$ cat config.mk
export PLATFORM = sky130hd
export DESIGN_NAME = hsm_sequencer
export DESIGN_NICKNAME = d
export VERILOG_FILES = /design/src/core/hsm_pkg.sv /design/src/core/hsm_deglitch.sv /design/src/core/hsm_sequencer.sv /design/src/core/hsm_sync.sv
export VERILOG_INCLUDE_DIRS = /design/src /design/src/core
export SDC_FILE = /design/constraint.sdc
export NUM_CORES = 1
export LEC_CHECK = 0
export ABC_AREA = 1
export BUFFER_PORTS_ARGS = -buffer_cell sky130_fd_sc_hd__buf_2
export CAP_MARGIN = 20
export CORE_ASPECT_RATIO = 1.4
export CORE_MARGIN = 4
export CORE_UTILIZATION = 42
export DETAILED_ROUTE_END_ITERATION = 8
export SKIP_LAST_GASP = 1
export SYNTH_ARGS = -nofsm -noshare
export SYNTH_HDL_FRONTEND = slang
export SYNTH_SLANG_ARGS = --single-unit
$ cat constraint.sdc
create_clock -name clk -period 2.7 [get_ports clk]
set_clock_uncertainty 0.15 [all_clocks]
set_input_delay 0.54 -clock clk [delete_from_list [all_inputs] [get_ports clk]]
set_output_delay 0.54 -clock clk [all_outputs]
set_load 0.01 [all_outputs]
$ cat src/core/hsm_params.svh
/*
 * Named constants of the hot swap mode sequencer: clock rate, printed
 * times with their derived cycle counts, timer steps and counter widths.
 * Assumes an including file that needs only macros; no logic lives here.
 */
// How it works
// RULE_01: Inrush timer charges in inrush while limiting, discharges otherwise.
// RULE_02: Fault timer charges in regular operation while over current limit, else discharges.
// RULE_03: Either timer at threshold declares timeout; latch variants latch, retry variant retries.
// RULE_04: Fast trip pulls the gate down at once, no timer involved.
// RULE_05: After fast trip: latch restarts once, retry keeps retrying, fast-latch never retries.
// RULE_06: Fast trip in regular mode gives a fixed-length strong gate pull-down pulse.
// RULE_07: After that pulse fast-latch goes latched; latch and retry return to inrush.
// RULE_08: Power-good rises after rise deglitch when enabled and drain-source voltage low.
// RULE_09: Power-good falls after fall deglitch on disable, high drain-source or timeout; the code clears it on fault timer timeout only (oc_tripped).
// RULE_10: Fault output low on shorted FET while disabled, timer timeout or over-temperature.
// RULE_11: After reset the state machine starts in inrush mode.
// RULE_12: Inrush regulates the gate; on timeout gate off, then latched or retry.
// RULE_13: Regular mode keeps timers discharged, gate on; over current limit enters fault mode.
// RULE_14: Fault mode runs fault timer; clears to regular; expiry goes latched or retry.
// RULE_15: Latched holds gate off, fault on; only enable rising edge restarts inrush.
// RULE_16: Retry mode runs sixty-four inrush timer cycles, then tries inrush again.
// RULE_17: Overvoltage turns the pass transistor off.
// RULE_18: Fault output deglitched on both edges, a few milliseconds.
// RULE_19: Variant is a static parameter; timers are counters with parameter timeouts.
// RULE_20: All comparator inputs are synchronised before use.
`ifndef HSM_PARAMS_SVH
`define HSM_PARAMS_SVH

// Clock rate
`define HSM_CLK_MHZ 250
// Strong pull-down pulse, printed in microseconds
`define HSM_PD_PULSE_US 63
`define HSM_PD_PULSE_CYC (`HSM_PD_PULSE_US * `HSM_CLK_MHZ)
// Power-good deglitch, printed in milliseconds
`define HSM_PG_RISE_MS 1
`define HSM_PG_FALL_MS 8
`define HSM_PG_RISE_CYC (`HSM_PG_RISE_MS * 1000 * `HSM_CLK_MHZ)
`define HSM_PG_FALL_CYC (`HSM_PG_FALL_MS * 1000 * `HSM_CLK_MHZ)
// Fault deglitch 3.9 ms, kept in microseconds to stay integral
`define HSM_FLT_DEGL_US 3900
`define HSM_FLT_DEGL_CYC (`HSM_FLT_DEGL_US * `HSM_CLK_MHZ)
// Timer model: source 10.25 uA vs sink 2 uA is 41:8
`define HSM_TMR_W 20
`define HSM_TMR_CHARGE 20'h0_0029
`define HSM_TMR_DISCH 20'h0_0008
`define HSM_TMR_TMO_DEF 41000
// Retry cycle count
`define HSM_RETRY_W 7
`define HSM_RETRY_LAST 7'h3F
// Counter widths
`define HSM_PD_W 16
`define HSM_DEGL_W 24
// Synchroniser depth
`define HSM_SYNC_W 3

`endif

$ cat src/core/hsm_pkg.sv
/*
 * Types of the hot swap mode sequencer: modes, variants, state records.
 * Assumes hsm_params.svh on the include path.
 */
`include "hsm_params.svh"

package hsm_pkg;

    // Operating modes
    typedef enum logic [2:0] {
        HSM_INRUSH  = 3'b000,
        HSM_REGULAR = 3'b001,
        HSM_FAULT   = 3'b010,
        HSM_PULSE   = 3'b011,
        HSM_LATCHED = 3'b100,
        HSM_RETRY   = 3'b101
    } hsm_mode_t;

    // Static response variant
    typedef enum logic [1:0] {
        HSM_VAR_LATCH     = 2'b00,
        HSM_VAR_RETRY     = 2'b01,
        HSM_VAR_FASTLATCH = 2'b10
    } hsm_variant_t;

    // Whole sequencer state
    typedef struct packed {
        hsm_mode_t mode;
        hsm_mode_t after_pulse;
        logic [`HSM_TMR_W-1:0] inrush_timer;
        logic [`HSM_TMR_W-1:0] overcurrent_timer;
        logic [`HSM_PD_W-1:0] pulse_cnt;
        logic [`HSM_RETRY_W-1:0] retry_cnt;
        logic retry_charging;
        logic restarted_once;
        logic timed_out;
        logic oc_tripped;
        logic enable_prev;
        logic gate_drive;
        logic gate_regulate;
        logic gate_strong_pd;
    } hsm_state_t;

    // Deglitch filter state
    typedef struct packed {
        logic [`HSM_DEGL_W-1:0] cnt;
        logic level;
    } hsm_degl_t;

endpackage : hsm_pkg

$ cat src/core/hsm_deglitch.sv
/*
 * Asymmetric deglitch filter: the output follows its target only after
 * the target has held for the rise or fall count. Assumes a synchronous
 * target on clk.
 */
`timescale 1ns/1ps
`include "hsm_params.svh"

module hsm_deglitch
    import hsm_pkg::*;
#(
    parameter int unsigned RISE_CYC = 1,
    parameter int unsigned FALL_CYC = 1
) (
    // Clock and reset
    input wire logic clk,
    input wire logic srst,
    // Filter
    input wire logic target,
    output logic level
);

    hsm_degl_t q;
    hsm_degl_t d;
    logic [`HSM_DEGL_W-1:0] limit;

    // A mismatch that breaks early restarts the count from zero
    always_comb begin
        d = q;
        limit = q.level ? `HSM_DEGL_W'(FALL_CYC - 1) : `HSM_DEGL_W'(RISE_CYC - 1);
        if (target == q.level) begin
            d.cnt = '0;
        end else if (q.cnt >= limit) begin
            d.cnt = '0;
            d.level = target;
        end else begin
            d.cnt = q.cnt + 1'b1;
        end
    end

    // State register
    always_ff @(posedge clk) begin
        if (srst) begin
            q <= '0;
        end else begin
            q <= d;
        end
    end

    assign level = q.level;

endmodule : hsm_deglitch

$ cat src/core/hsm_sequencer.sv
/*
 * Hot swap mode sequencer: inrush, regular, fault, pull-down pulse,
 * latched and retry modes, both protection timers, power-good and fault
 * indications. Assumes comparator levels from an analog front end,
 * asynchronous to clk, and a gate driver that obeys the three gate controls.
 */
`timescale 1ns/1ps
`include "hsm_params.svh"

module hsm_sequencer
    import hsm_pkg::*;
#(
    parameter hsm_variant_t VARIANT = HSM_VAR_LATCH, // RULE_19
    parameter int unsigned INRUSH_TMO = `HSM_TMR_TMO_DEF,
    parameter int unsigned FAULT_TMO = `HSM_TMR_TMO_DEF,
    parameter int unsigned PULSE_CYC = `HSM_PD_PULSE_CYC,
    parameter int unsigned PG_RISE_CYC = `HSM_PG_RISE_CYC,
    parameter int unsigned PG_FALL_CYC = `HSM_PG_FALL_CYC,
    parameter int unsigned FLT_DEGL_CYC = `HSM_FLT_DEGL_CYC
) (
    // Clock and reset
    input wire logic clk,
    input wire logic srst,
    // Comparator levels from the analog front end
    input wire logic switch_enable_in,
    input wire logic overvoltage_in,
    input wire logic over_current_limit,
    input wire logic fast_trip_level,
    input wire logic limiting_active,
    input wire logic vds_below_low,
    input wire logic vds_above_high,
    input wire logic over_temp_shutdown,
    input wire logic current_monitor_level,
    // Static board strap
    input wire logic timers_tied,
    // Gate controls
    output logic gate_drive,
    output logic gate_regulate,
    output logic gate_strong_pd,
    // Status
    output logic power_good_out,
    output logic fault_out_n,
    output hsm_mode_t mode_out,
    output logic [`HSM_TMR_W-1:0] inrush_timer,
    output logic [`HSM_TMR_W-1:0] overcurrent_timer
);

    ////////////////////////////////////////////////////////////////////////
    // Input synchronisation

    logic [8:0] raw_in;
    logic [8:0] syn;
    logic en_s;
    logic ov_s;
    logic oc_s;
    logic ft_s;
    logic lim_s;
    logic vlo_s;
    logic vhi_s;
    logic ot_s;
    logic current_monitor_level_s;

    assign raw_in = {switch_enable_in, overvoltage_in, over_current_limit, fast_trip_level, limiting_active,
                     vds_below_low, vds_above_high, over_temp_shutdown, current_monitor_level};

    // Every comparator level is retimed before any decision sees it
    hsm_sync #(.WIDTH(9)) u_sync ( // RULE_20
        .clk(clk),
        .srst(srst),
        .async_in(raw_in),
        .sync_out(syn)
    );

    assign {en_s, ov_s, oc_s, ft_s, lim_s, vlo_s, vhi_s, ot_s, current_monitor_level_s} = syn;

    ////////////////////////////////////////////////////////////////////////
    // Timer model

    localparam logic [`HSM_TMR_W-1:0] INR_THR = `HSM_TMR_W'(INRUSH_TMO);
    localparam logic [`HSM_TMR_W-1:0] FLT_THR = `HSM_TMR_W'(FAULT_TMO);
    localparam logic [`HSM_PD_W-1:0] PULSE_LAST = `HSM_PD_W'(PULSE_CYC - 1);

    // Charge saturates at threshold, discharge floors at zero
    function automatic logic [`HSM_TMR_W-1:0] tmr_next(
        input logic [`HSM_TMR_W-1:0] val,
        input logic charge,
        input logic [`HSM_TMR_W-1:0] thr,
        input logic [`HSM_TMR_W-1:0] dstep
    );
        if (charge) begin
            tmr_next = (thr - val < `HSM_TMR_CHARGE) ? thr : val + `HSM_TMR_CHARGE;
        end else begin
            tmr_next = (val < dstep) ? '0 : val - dstep;
        end
    endfunction : tmr_next

    // Timeout ends in retry for the retry variant, latched otherwise
    function automatic hsm_mode_t tmo_mode(input hsm_variant_t v);
        tmo_mode = (v == HSM_VAR_RETRY) ? HSM_RETRY : HSM_LATCHED;
    endfunction : tmo_mode

    ////////////////////////////////////////////////////////////////////////
    // Mode sequencer

    hsm_state_t q;
    hsm_state_t d;
    logic en_rise;
    logic shut_off;
    logic [`HSM_TMR_W-1:0] retry_dstep;

    // Tied timers double the retry discharge step, halving each discharge phase
    assign retry_dstep = timers_tied ? (`HSM_TMR_DISCH << 1) : `HSM_TMR_DISCH;
    assign en_rise = en_s && !q.enable_prev;
    assign shut_off = !en_s || ov_s || ot_s;

    always_comb begin
        d = q;
        d.enable_prev = en_s;
        d.gate_regulate = 1'b0;
        d.gate_strong_pd = 1'b0;
        d.gate_drive = 1'b0;
        d.inrush_timer = tmr_next(q.inrush_timer, 1'b0, INR_THR, `HSM_TMR_DISCH); // RULE_01
        d.overcurrent_timer = tmr_next(q.overcurrent_timer, 1'b0, FLT_THR, `HSM_TMR_DISCH); // RULE_02
        case (q.mode)
            HSM_INRUSH: begin
                if (!shut_off) begin
                    d.gate_drive = 1'b1; // RULE_12
                    d.gate_regulate = 1'b1;
                    d.inrush_timer = tmr_next(q.inrush_timer, lim_s, INR_THR, `HSM_TMR_DISCH); // RULE_01
                    if (q.inrush_timer >= INR_THR) begin
                        d.gate_drive = 1'b0; // RULE_12
                        d.gate_regulate = 1'b0;
                        d.timed_out = 1'b1; // RULE_03
                        d.mode = tmo_mode(VARIANT); // RULE_03 RULE_12
                        d.retry_cnt = '0;
                        d.retry_charging = 1'b1;
                    end else if (!lim_s && vlo_s) begin
                        d.mode = HSM_REGULAR;
                    end
                end
            end
            HSM_REGULAR, HSM_FAULT: begin
                d.gate_drive = 1'b1; // RULE_13
                if (q.mode == HSM_FAULT) begin
                    d.overcurrent_timer = tmr_next(q.overcurrent_timer, oc_s, FLT_THR, `HSM_TMR_DISCH); // RULE_02
                end
                if (shut_off) begin
                    d.gate_drive = 1'b0; // RULE_17
                    d.mode = HSM_INRUSH;
                end else if (ft_s) begin
                    // Fast trip skips the timers entirely
                    d.gate_drive = 1'b0; // RULE_04
                    d.gate_strong_pd = 1'b1; // RULE_06
                    d.pulse_cnt = '0;
                    d.mode = HSM_PULSE;
                    if (VARIANT == HSM_VAR_FASTLATCH) begin
                        d.after_pulse = HSM_LATCHED; // RULE_05 RULE_07
                    end else if (VARIANT == HSM_VAR_LATCH && q.restarted_once) begin
                        d.after_pulse = HSM_LATCHED; // RULE_05
                    end else begin
                        d.after_pulse = HSM_INRUSH; // RULE_05 RULE_07
                        d.restarted_once = 1'b1;
                    end
                end else if (q.mode == HSM_FAULT && q.overcurrent_timer >= FLT_THR) begin
                    d.gate_drive = 1'b0;
                    d.timed_out = 1'b1; // RULE_03
                    d.oc_tripped = 1'b1;
                    d.mode = tmo_mode(VARIANT); // RULE_14
                    d.retry_cnt = '0;
                    d.retry_charging = 1'b1;
                end else if (q.mode == HSM_REGULAR && oc_s) begin
                    d.mode = HSM_FAULT; // RULE_13
                end else if (q.mode == HSM_FAULT && !oc_s) begin
                    d.mode = HSM_REGULAR; // RULE_14
                end
            end
            HSM_PULSE: begin
                d.gate_strong_pd = 1'b1; // RULE_06
                d.pulse_cnt = q.pulse_cnt + 1'b1;
                // Entry cycle counts, so the pulse spans exactly PULSE_CYC cycles
                if (q.pulse_cnt >= PULSE_LAST) begin
                    d.gate_strong_pd = 1'b0;
                    d.mode = q.after_pulse; // RULE_07
                    d.timed_out = (q.after_pulse == HSM_LATCHED) ? 1'b1 : q.timed_out;
                end
            end
            HSM_LATCHED: begin
                // Held off until the controller gives an enable edge
                if (en_rise) begin
                    d.mode = HSM_INRUSH; // RULE_15
                    d.inrush_timer = '0;
                    d.overcurrent_timer = '0;
                    d.timed_out = 1'b0;
                    d.oc_tripped = 1'b0;
                    d.restarted_once = 1'b0;
                end
            end
            HSM_RETRY: begin
                if (q.retry_charging) begin
                    d.inrush_timer = tmr_next(q.inrush_timer, 1'b1, INR_THR, retry_dstep); // RULE_16
                    d.retry_charging = (q.inrush_timer < INR_THR);
                end else begin
                    d.inrush_timer = tmr_next(q.inrush_timer, 1'b0, INR_THR, retry_dstep); // RULE_16
                    if (q.inrush_timer == '0) begin
                        d.retry_charging = 1'b1;
                        d.retry_cnt = q.retry_cnt + 1'b1;
                        if (q.retry_cnt == `HSM_RETRY_LAST) begin
                            d.mode = HSM_INRUSH; // RULE_16
                            d.timed_out = 1'b0;
                            d.oc_tripped = 1'b0;
                        end
                    end
                end
            end
            default: begin
                d.mode = HSM_INRUSH;
            end
        endcase
    end

    // State register; reset lands in inrush with the gate off
    always_ff @(posedge clk) begin
        if (srst) begin
            q <= '0; // RULE_11
        end else begin
            q <= d;
        end
    end

    ////////////////////////////////////////////////////////////////////////
    // Status indications

    logic pg_target;
    logic flt_target;
    logic flt_level;

    // Clear terms win over the set terms while power-good is up
    assign pg_target = power_good_out ? !(!en_s || vhi_s || q.oc_tripped) : (en_s && vlo_s); // RULE_08 RULE_09
    assign flt_target = (!en_s && current_monitor_level_s) || q.timed_out || ot_s; // RULE_10

    hsm_deglitch #(.RISE_CYC(PG_RISE_CYC), .FALL_CYC(PG_FALL_CYC)) u_pg_degl ( // RULE_08 RULE_09
        .clk(clk),
        .srst(srst),
        .target(pg_target),
        .level(power_good_out)
    );

    hsm_deglitch #(.RISE_CYC(FLT_DEGL_CYC), .FALL_CYC(FLT_DEGL_CYC)) u_flt_degl ( // RULE_18
        .clk(clk),
        .srst(srst),
        .target(flt_target),
        .level(flt_level)
    );

    // Outputs straight from the state record, fault pin from its deglitch filter
    assign fault_out_n = !flt_level; // RULE_10
    assign gate_drive = q.gate_drive;
    assign gate_regulate = q.gate_regulate;
    assign gate_strong_pd = q.gate_strong_pd;
    assign mode_out = q.mode;
    assign inrush_timer = q.inrush_timer;
    assign overcurrent_timer = q.overcurrent_timer;
endmodule : hsm_sequencer

$ cat src/core/hsm_sync.sv
/*
 * Three-stage input synchroniser; a change counts once stages two and
 * three agree. Assumes inputs asynchronous to clk.
 */
`timescale 1ns/1ps

module hsm_sync
    import hsm_pkg::*;
#(
    parameter int WIDTH = 1
) (
    // Clock and reset
    input wire logic clk,
    input wire logic srst,
    // Data
    input wire logic [WIDTH-1:0] async_in,
    output logic [WIDTH-1:0] sync_out
);

    logic [WIDTH-1:0] s1_q;
    logic [WIDTH-1:0] s2_q;
    logic [WIDTH-1:0] s3_q;
    logic [WIDTH-1:0] out_q;

    // Stage one feeds stage two only; agreement filters a lone bad sample
    always_ff @(posedge clk) begin
        if (srst) begin
            s1_q <= '0;
            s2_q <= '0;
            s3_q <= '0;
            out_q <= '0;
        end else begin
            s1_q <= async_in;
            s2_q <= s1_q;
            s3_q <= s2_q;
            for (int i = 0; i < WIDTH; i++) begin
                if (s2_q[i] == s3_q[i]) begin
                    out_q[i] <= s3_q[i];
                end
            end
        end
    end

    assign sync_out = out_q;

endmodule : hsm_sync

## Word-level counts from Yosys, hierarchy flattened

Index checks and enable logic that the tools add are counted.

| storage, ports and cells | value |
|---|---|
| memories kept | 0 |
| latch bits | 0 |
| memory bits (writable) | 0 |
| bits in read-only memories | 0 |
| output and inout bits | 48 |
| bits in registers | 163 |
| bits of input ports | 12 |

| operators by class | value |
|---|---|
| $mul | 0 |
| shift operators | 0 |
| $add $sub $neg | 11 |
| divide/modulo/power cells | 0 |
| mux-type cells | 65 |
| bitwise gates (word level) | 4 |
| reductions and logical operators | 40 |
| magnitude comparators | 11 |
| equal/unequal tests | 32 |

Operators by type and width:

| kind | count |
|---|---|
| $mux W20 | 10 |
| $pmux W20 S3 | 1 |
| $add A24 B1 Y24 const B | 2 |
| $mux W3 | 14 |
| $add A20 B6 Y20 const B | 2 |
| $ge A20 B16 Y1 const B | 2 |
| $lt A20 B4 Y1 const B | 2 |
| $lt A20 B6 Y1 const B | 2 |
| $mux W40 | 1 |
| $mux W8 | 5 |
| $pmux W20 S2 | 1 |
| $sub A16 B20 Y20 const A | 2 |
| $sub A20 B4 Y20 const B | 2 |
| $pmux W16 S2 | 1 |
| $mux W27 | 1 |
| $ge A24 B20 Y1 const B | 1 |
| $ge A24 B24 Y1 | 1 |
| $pmux W8 S3 | 1 |
| $reduce_and A8 Y1 | 3 |
| $ne A2 B2 Y1 const B | 11 |
| $mux W21 | 1 |
| $logic_not A20 Y1 | 1 |
| $lt A20 B16 Y1 const B | 1 |
| $lt A20 B5 Y1 | 1 |
| other kinds (36) | 94 |

## Longest topological paths before layout

Gate-level depths: netlist of the first run.

| depth | value |
|---|---|
| depth after elaboration | 8 |
| depth in mapped cells | 19 |
| gate-level depth less buffers | 19 |

## Cells and area by module

From an unflattened synthesis of the first run, not the netlist that was laid out.

| unflattened totals | value |
|---|---|
| cells, all modules | 1826 |
| area, all modules | 11818.8 um2 |

By module, submodules not included:

| module | area an instance (um2) | instances | cells each | seq. area each (um2) |
|---|---|---|---|---|
| hsm_sequencer | 7891.3 | 1 | 1329 | 1501.4 |
| hsm_deglitch at u_pg_degl | 1493.9 | 1 | 199 | 500.5 |
| hsm_deglitch at u_flt_degl | 1307.5 | 1 | 177 | 500.5 |
| hsm_sync | 1126.1 | 1 | 121 | 720.7 |

## Worst setup path before layout of the first run

No wires, ideal clock.

| timing | value |
|---|---|
| kind | reg-to-reg |
| start | reg q, in the netlist inrush_timer[4] |
| end | reg q, in the netlist inrush_timer[6] |
| stages on the path, launching flop included | 18 |
| required time | 2.440 ns |
| buffers on the path | 1 |
| arrival time | 2.038 ns |
| period minus slack after synthesis | 2.297 ns |
| path slack | 0.403 ns |
| cell sequence | dfxtp_1 inv_1 ha_1 o21ai_1 inv_1 nand2_1 nand2_1 nand2_1 nand3_1 nor2_1 nand3_1 nor2_1 nand2_2 buf_6 nand3b_1 nand3_1 nand2_1 inv_1 |

| between the ends | value |
|---|---|
| word-level cells in the longest chain between the ends | 6 |
| elaborated cells between the ends (all ways) | 15 |
| classes of those cells | add/sub (4); order compare (3); mux (8) |

Ends and longest elaborated chain:

| what | RTL line | text |
|---|---|---|
| start: declaration | hsm_sequencer.sv:105 | `hsm_state_t q;` |
| start signal: assignment | hsm_sequencer.sv:224 | `q <= '0;` |
| start signal: assignment | hsm_sequencer.sv:226 | `q <= d;` |
| $sub A16 B20 Y20 | hsm_sequencer.sv:91 | `` tmr_next = (thr - val < `HSM_TMR_CHARGE) ? thr : val + `HSM_TMR_CHARGE; `` |
| $lt A20 B6 Y1 (no line) | -- |  |
| $mux W20 (no line) | -- |  |
| $mux W20 | hsm_sequencer.sv:90 | `if (charge) begin` |
| $mux W20 | hsm_sequencer.sv:126 | `if (!shut_off) begin` |
| $pmux W20 S3 * | hsm_sequencer.sv:124 | `case (q.mode)` |

Mark *: on every way between the ends. The rest lies on a longest branch, timed or not.
A chain may end at the register's enable or synchronous reset.

## Final worst setup path of the first run

| timing | value |
|---|---|
| start | reg q, in the netlist inrush_timer[0] |
| end | reg q[10] (netlist bit) |

| between the ends | value |
|---|---|
| word-level cells in the longest chain between the ends | 3 |
| elaborated cells between the ends (all ways) | 5 |
| classes of those cells | order compare (1); eq/ne (2); reduce/logical (2) |

Ends and longest elaborated chain:

| what | RTL line |
|---|---|
| $ge A20 B16 Y1 / $logic_not A20 Y1 (equally long branches) | hsm_sequencer.sv:130, hsm_sequencer.sv:204 |
| $ne A2 B2 Y1 (no line) | -- |
| $reduce_and A8 Y1 (no line) * | -- |

Marks and branches as above.

==> flow_metrics.tcl, run 1 <==
set metrics [dict create \
    crit_fanout 8 \
    drcViolationCount 0 \
    finish.net_count 1853 \
    grt_first_pass_wirelength_um 52000 \
    cts.sinks 161 \
    hpwlAfterDp_um 24200 \
    worst_setup_path_start_kind "flip-flop" \
    slew_headroom 0.336 \
    worstMarginPinSlew_ns 0.997 \
    path_clk_slew_ns 0.07 \
    leakagePower_nw 5.85 \
    antenna_found_initial 0 \
    syn_area_um2 11200 \
    grt_max_degree 34 \
    tns_ns 0 \
    ys_warn_count 0 \
    syn_inst 1731 \
    fmax_mhz 403 \
    cts_hold_buf 0 \
    ys_seq_elements 161 \
    clkLatencyLatePin_ns 0.43 \
    status "completed" \
    vias 11143 \
    slowest_delay_ns 0.33 \
    cts_tree "built" \
    finalNonFillerCells 2142 \
    worstSetupEndpointType "flip-flop" \
    first_global_vias 10915 \
    routed_via_density 5.20 \
    ant_nets 0 \
    row_count 70 \
    fin_crit_sh 0.919 \
    synth-seq-area-share 0.288 \
    drv_slew 0 \
    ioPinCount 60 \
    clk_path_buf_depth 2 \
    finalPower_mw 10.8 \
    required_ns 2.85 \
    htreeDepth 4 \
    num_antenna_cells 0 \
    crit_chain "inv_1 -> ha_1 -> nand2_2 -> nand2_1 -> nand3_1 -> nand2_1 -> a21oi_1 -> nor2_1 -> nand2_2 -> nand2_1 -> nor2_1 -> nand2_1 -> inv_2 -> nand2_4 -> nand2_1 -> a21oi_1" \
    drive_gt1_frac 0.150 \
    synth_cell_types 55 \
    coreArea_um2 26200 \
    numPortBuffers 59 \
    vdd_drop_max_mv 0.439 \
    die_w_um 146 \
    area_growth_pct 12.2 \
    rsz0062_at_grt "false" \
    cts_root_buffer "clkbuf_16" \
    drt_iter0_drc 647 \
    power_density_nw_per_um2 864 \
    grt_usage 0.212 \
    routed_wl_um 31400 \
    finalSetupViolCount 0 \
    worstPathArrival_ns 2.63 \
    start_util 0.427 \
    die_area_um2 29300 \
    hold_viol 0 \
    slowest_stage "dfxtp_1" \
    wire_per_inst_um 14.6 \
    first_pass_iters 5 \
    die_y_um 201 \
    syn_avg_cell_area_um2 6.46 \
    hold_path.class "in -> reg" \
    drv_cap 0 \
    grt-ovfl-total 0 \
    fin_crit_ns 2.48 \
    dp.cells 2106 \
    path_class "reg -> reg" \
    cts_buffers 17 \
    crit_path_frequent_cell "nand2_1" \
    gp_congestion 0.971 \
]
metal layers:
layer | global-route usage | routed length, µm | vias up
met2 | 0.376 | 15500 | 297
met4 | 0.125 | 1650 | 0
met3 | 0.0259 | 1190 | 102
met1 | 0.244 | 13000 | 5071
li1 | - | - | 5673
met5 | 0 | 0 | -
cell usage after synthesis, drive strengths merged:
cell type	n	area share
o311ai	1	0.00078
a21oi	108	0.049
o31ai	5	0.0034
inv	248	0.084
xnor2	4	0.0031
o32ai	1	0.00078
o22ai	2	0.0011
o211a	3	0.0027
o221ai	2	0.0016
nor2	244	0.093
dfxtp	161	0.29
or2	7	0.0039
nand3	148	0.069
ha	35	0.039
nor4	7	0.0039
a211o	1	0.00078
xor2	52	0.041
o211ai	7	0.0047
o2bb2ai	1	0.00078
o21bai	3	0.0020
or4	1	0.00067
nor3b	9	0.0065
buf	77	0.050
o2111ai	3	0.0023
a31oi	5	0.0028
clkbuf	15	0.0050
conb	1	0.00034
fa	1	0.0018
nand2	392	0.14
o21a	2	0.0013
a21o	1	0.00067
and3	4	0.0022
nand4	43	0.024
a211oi	11	0.0074
nor3	53	0.029
nand3b	7	0.0047
o21ai	66	0.031
where the power goes:
group | internal (mW) | switching (mW) | leakage (nW)
Sequential | 2.57 | 0.298 | 1.31
Combinational | 2.01 | 3.55 | 4.26
Clock | 1.24 | 1.16 | 0.288
cell usage in the layout, fill, tap and decap left out, drive strengths merged:
cell and n:
a211oi 11, buf 142, nand4 43, clkbuf 17, o211ai 7, nand2 392, o211a 3, a211o 1
o221ai 2, xor2 52, a21oi 108, o311ai 1, xnor2 4, a31oi 5, o22ai 2, or2 7
fa 1, o2111ai 3, a21o 1, conb 6, and3 4, clkinvlp 1, o21a 2, nor2 244
o31ai 5, nand3b 7, o21bai 3, or4 1, clkinv 6, inv 256, dfxtp 161, o21ai 66
o2bb2ai 1, o32ai 1, nor3 53, nor4 7, ha 35, nand3 148, nor3b 9
layout make-up:
| cell class | count | area (µm²) |
|---|---|---|
| clock inverters | 15 | 164 |
| inverters | 248 | 936 |
| flip-flops and latches | 161 | 3230 |
| clock buffers | 17 | 425 |
| repair buffers | 142 | 931 |
| multi-input cells | 1235 | 6470 |
| fillers | 2708 | 13600 |
| well taps | 324 | 405 |
metrics by stage:
stage | cell area [µm²] | utilization | hold WS [ns] | worst slack (ns)
2_1_floorplan | 11200 | - | 0.238 | 0.403
3_3_place_gp | 11900 | 0.454 | 0.239 | 0.120
3_5_place_dp | 11900 | 0.454 | 0.242 | 0.0954
4_1_cts | 12500 | 0.477 | 0.147 | 0.183
5_1_grt | 12600 | 0.480 | 0.156 | 0.00121
6_report | 12600 | 0.480 | 0.162 | 0.218
critical path, delay by kind of cell, from the launching register on:
kind | cells | cell delay, ns
flip-flops | 1 | 0.33
adder cells (fa/ha/maj) | 1 | 0.22
AND/OR/NAND/NOR | 11 | 1.12
AO/OA/AOI/OAI | 2 | 0.32
buffers and inverters | 2 | 0.22
sequential cells by signal, indices dropped and copies added, names as in the netlist, 3 cells and up:
register and count:
u_pg_degl.q 24, u_sync.s1_q 9, mode_out 3, u_sync.s3_q 9, overcurrent_timer 20, u_flt_degl.q 24
inrush_timer 20, u_sync.sync_out 9, u_sync.s2_q 9, q 29
timing repair:
action | 4_1_cts | 5_1_grt
hold endpoints to repair | 0 | 0
setup buffers | 0 | 4
gates resized for setup | 0 | 13
setup endpoints to repair | 0 | 23
kinds of logic (layout without fill, tap and decap cells):
kind of cell,Yosys count,count (layout),share of synthesized area
xor gates and xnor gates,56,56,0.0438
other,1,6,0.000335
DFF,161,161,0.288
adders and majority gates,36,36,0.0409
AOI/OAI and AO/OA,222,222,0.113
buffers and inverters,340,422,0.139
and+or+nand+nor,915,915,0.375
final timing paths:
path	start	endpoint	slack, ns	cells past startpoint
min	vds_above_high	u_sync.s1_q[2]	0.16	3
max	inrush_timer[0]	q[10]	0.22	16
max reg2reg	inrush_timer[0]	q[10]	0.22	16
min reg2reg	u_sync.s1_q[1]	u_sync.s2_q[1]	0.25	2
Note: power is estimated with default switching activity, not from simulation.
==> run 2: changes to the inputs <==
- CORE_UTILIZATION: 42 -> 55
- PLACE_DENSITY: unset -> 0.73
- clock period: 2.7 -> 2.8 ns (I/O delays scaled with it)
==> run 2 against run 1 <==
First-iteration DRC count increased by 31%. Wire length shrank 1.4%. Sequential share of layout area up 0.62 points. Clock power rose by 7%. Count of clock-buffer cells in the layout unchanged. Combinational power decreased by 7.4%. Sequential power is 1% lower. Flip-flop and latch count unchanged. Power shrank 2.5%. Register-to-register slack worse by 0.08 ns. Largest cell class unchanged.
==> flow_metrics.tcl, run 2 (synthesis results as in run 1) <==
set metrics [dict create \
    routed_wl_um 30900 \
    ff2ff_path_depth 11 \
    pwr-share-comb 0.488 \
    setup_ws_ns 0.140 \
    ant_nets 0 \
    r2r-end "inrush_timer[17]" \
    drcViolationCount 0 \
    whs_path_depth 3 \
    area_growth_pct 9.51 \
    htreeDepth 4 \
    whs_endpoint "u_sync.s1_q[2]" \
    grt_max_degree 41 \
    fillers 1961 \
    row_count 61 \
    gp_congestion 1.03 \
    postCtsSetupBuffers 0 \
    cts.sinks 161 \
    cts_root_buffer "clkbuf_16" \
    num_antenna_cells 0 \
    mostFrequentLayoutCell "nand2_1" \
    hold_path.class "in -> reg" \
    status "completed" \
    leakagePower_nw 5.71 \
    required_ns 2.98 \
    r2r_slack_ns 0.14 \
    finalNonFillerCells 2037 \
    routed_via_density 5.50 \
    antenna_found_initial 0 \
    fmax_mhz 376 \
    mostFrequentLayoutCells "373 x nand2_1, 229 x inv_1, 219 x nor2_1" \
    hp-start "vds_above_high" \
    drv_slew 0 \
    worstPathArrival_ns 2.84 \
    ioPinCount 60 \
    fin_crit_sh 0.950 \
    largest_register "q" \
    whs_ns 0.186 \
    clkLatencyLatePin_ns 0.43 \
    largest_reg_flops 29 \
    drv_cap 0 \
    cts_buffers 17 \
    fin_crit_ns 2.66 \
    hold_viol 0 \
    first_pass_iters 5 \
    reg.largest.list "q: 29 flops, u_flt_degl.q: 24 flops, u_pg_degl.q: 24 flops" \
    regArea_um2 3230 \
    reg2reg_from "inrush_timer[7]" \
    power.share.clock 0.245 \
    finalSetupViolCount 0 \
    vdd_drop_max_mv 0.508 \
    grt-ovfl-total 0 \
    die_area_um2 22700 \
    worst_setup_path_start_kind "flip-flop" \
    first_global_vias 10668 \
    coreArea_um2 19900 \
    worstSetupEndpointType "flip-flop" \
    cts_hold_buf 0 \
    die_y_um 177 \
    p_sw_mw 4.75 \
    crit_fanout 9 \
    dp.cells 2006 \
    dpl_worst_slack_ns 0.0624 \
    multiInputGateArea_um2 6440 \
    tns_ns 0 \
    rsz0062_at_grt "false" \
    slew_headroom 0.393 \
    start_util 0.562 \
    drive_gt1_frac 0.129 \
    path_clk_slew_ns 0.07 \
    final_util 0.615 \
    p_seq_frac 0.268 \
    finish.net_count 1821 \
    path_class "reg -> reg" \
    worstMarginPinSlew_ns 0.911 \
    cts_tree "built" \
    clk_path_buf_depth 2 \
    hpwlAfterDp_um 22900 \
    swShare 0.450 \
    grt_first_pass_wirelength_um 50300 \
    vias 11206 \
    die_w_um 129 \
    drt_iter0_drc 847 \
    grt_usage 0.271 \
    wire_per_inst_um 15.2 \
    numPortBuffers 59 \
    power.internal_mw 5.82 \
    power_density_nw_per_um2 863 \
]
-- run 2: cell types whose count changed in the layout (fill, tap and decap cells not counted), moves of 3 or more --
cell	change
inv_6	+3
nor2_1	+3
inv_8	-4
buf_4	-32
bufinv_16	+4
nor2_2	-3
-- run 2: worst max-delay path, stage by stage, from the launching register on --
cell,delay (ns)
dfxtp_1,0.69
nand2_1,0.16
inv_1,0.18
nand3_1,0.08
o21ai_0,0.44
nand4_1,0.25
xor2_1,0.26
nand2_1,0.07
nand2_1,0.08
o2111ai_1,0.09
nand2_1,0.07
inv_1,0.03
-- run 2: worst max path at each step --
stage          cells after the start             from  slack, ns          endpoint
2_1_floorplan                     17  inrush_timer[4]       0.50   inrush_timer[6]
5_1_grt                           18  inrush_timer[1]       0.02   inrush_timer[4]
6_report                          11  inrush_timer[7]       0.14  inrush_timer[17]
3_3_place_gp                      18  inrush_timer[1]       0.16  inrush_timer[10]
3_5_place_dp                      18  inrush_timer[1]       0.06   inrush_timer[6]
4_1_cts                           18  inrush_timer[1]       0.06  inrush_timer[10]
-- run 2: area by class of cell --
type / count / area share
well taps: 252 / 0.0257
multi-input cells: 1235 / 0.526
flip-flops and latches: 161 / 0.263
inverters: 248 / 0.0764
clock inverters: 14 / 0.0179
clock buffers: 17 / 0.0347
repair buffers: 110 / 0.0564
-- run 2: power by group through the flow --
| stage | Clock, mW | Combinational (mW) | Sequential, mW |
|---|---|---|---|
| 2_1_floorplan | 0 | 3.97 | 2.67 |
| 4_1_cts | 2.62 | 5.06 | 2.82 |
| 3_3_place_gp | 0 | 4.99 | 2.87 |
| 5_1_grt | 2.70 | 5.74 | 2.85 |
| 6_report | 2.59 | 5.16 | 2.83 |
| 3_5_place_dp | 0 | 5.02 | 2.87 |
-- run 2: through the flow --
stage	area, µm²	power [mW]
floorplan	11200	6.65
global placement	11600	7.86
detailed placement	11600	7.89
CTS	12200	10.5
global route	12300	11.3
finish	12300	10.6
-- run 2: timing repair --
item / in CTS / in global routing
endpoints found under the setup margin: 0 / 14
endpoints found under the hold margin: 0 / 0
resized for setup: 0 / 4
-- run 2: routing by layer --
metal | track usage | part of all wire | up-vias
met3 | 0.0341 | 0.050 | 106
met5 | 0 | 0 | -
met1 | 0.306 | 0.41 | 5096
met4 | 0.142 | 0.050 | 0
met2 | 0.491 | 0.49 | 378
li1 | - | - | 5626
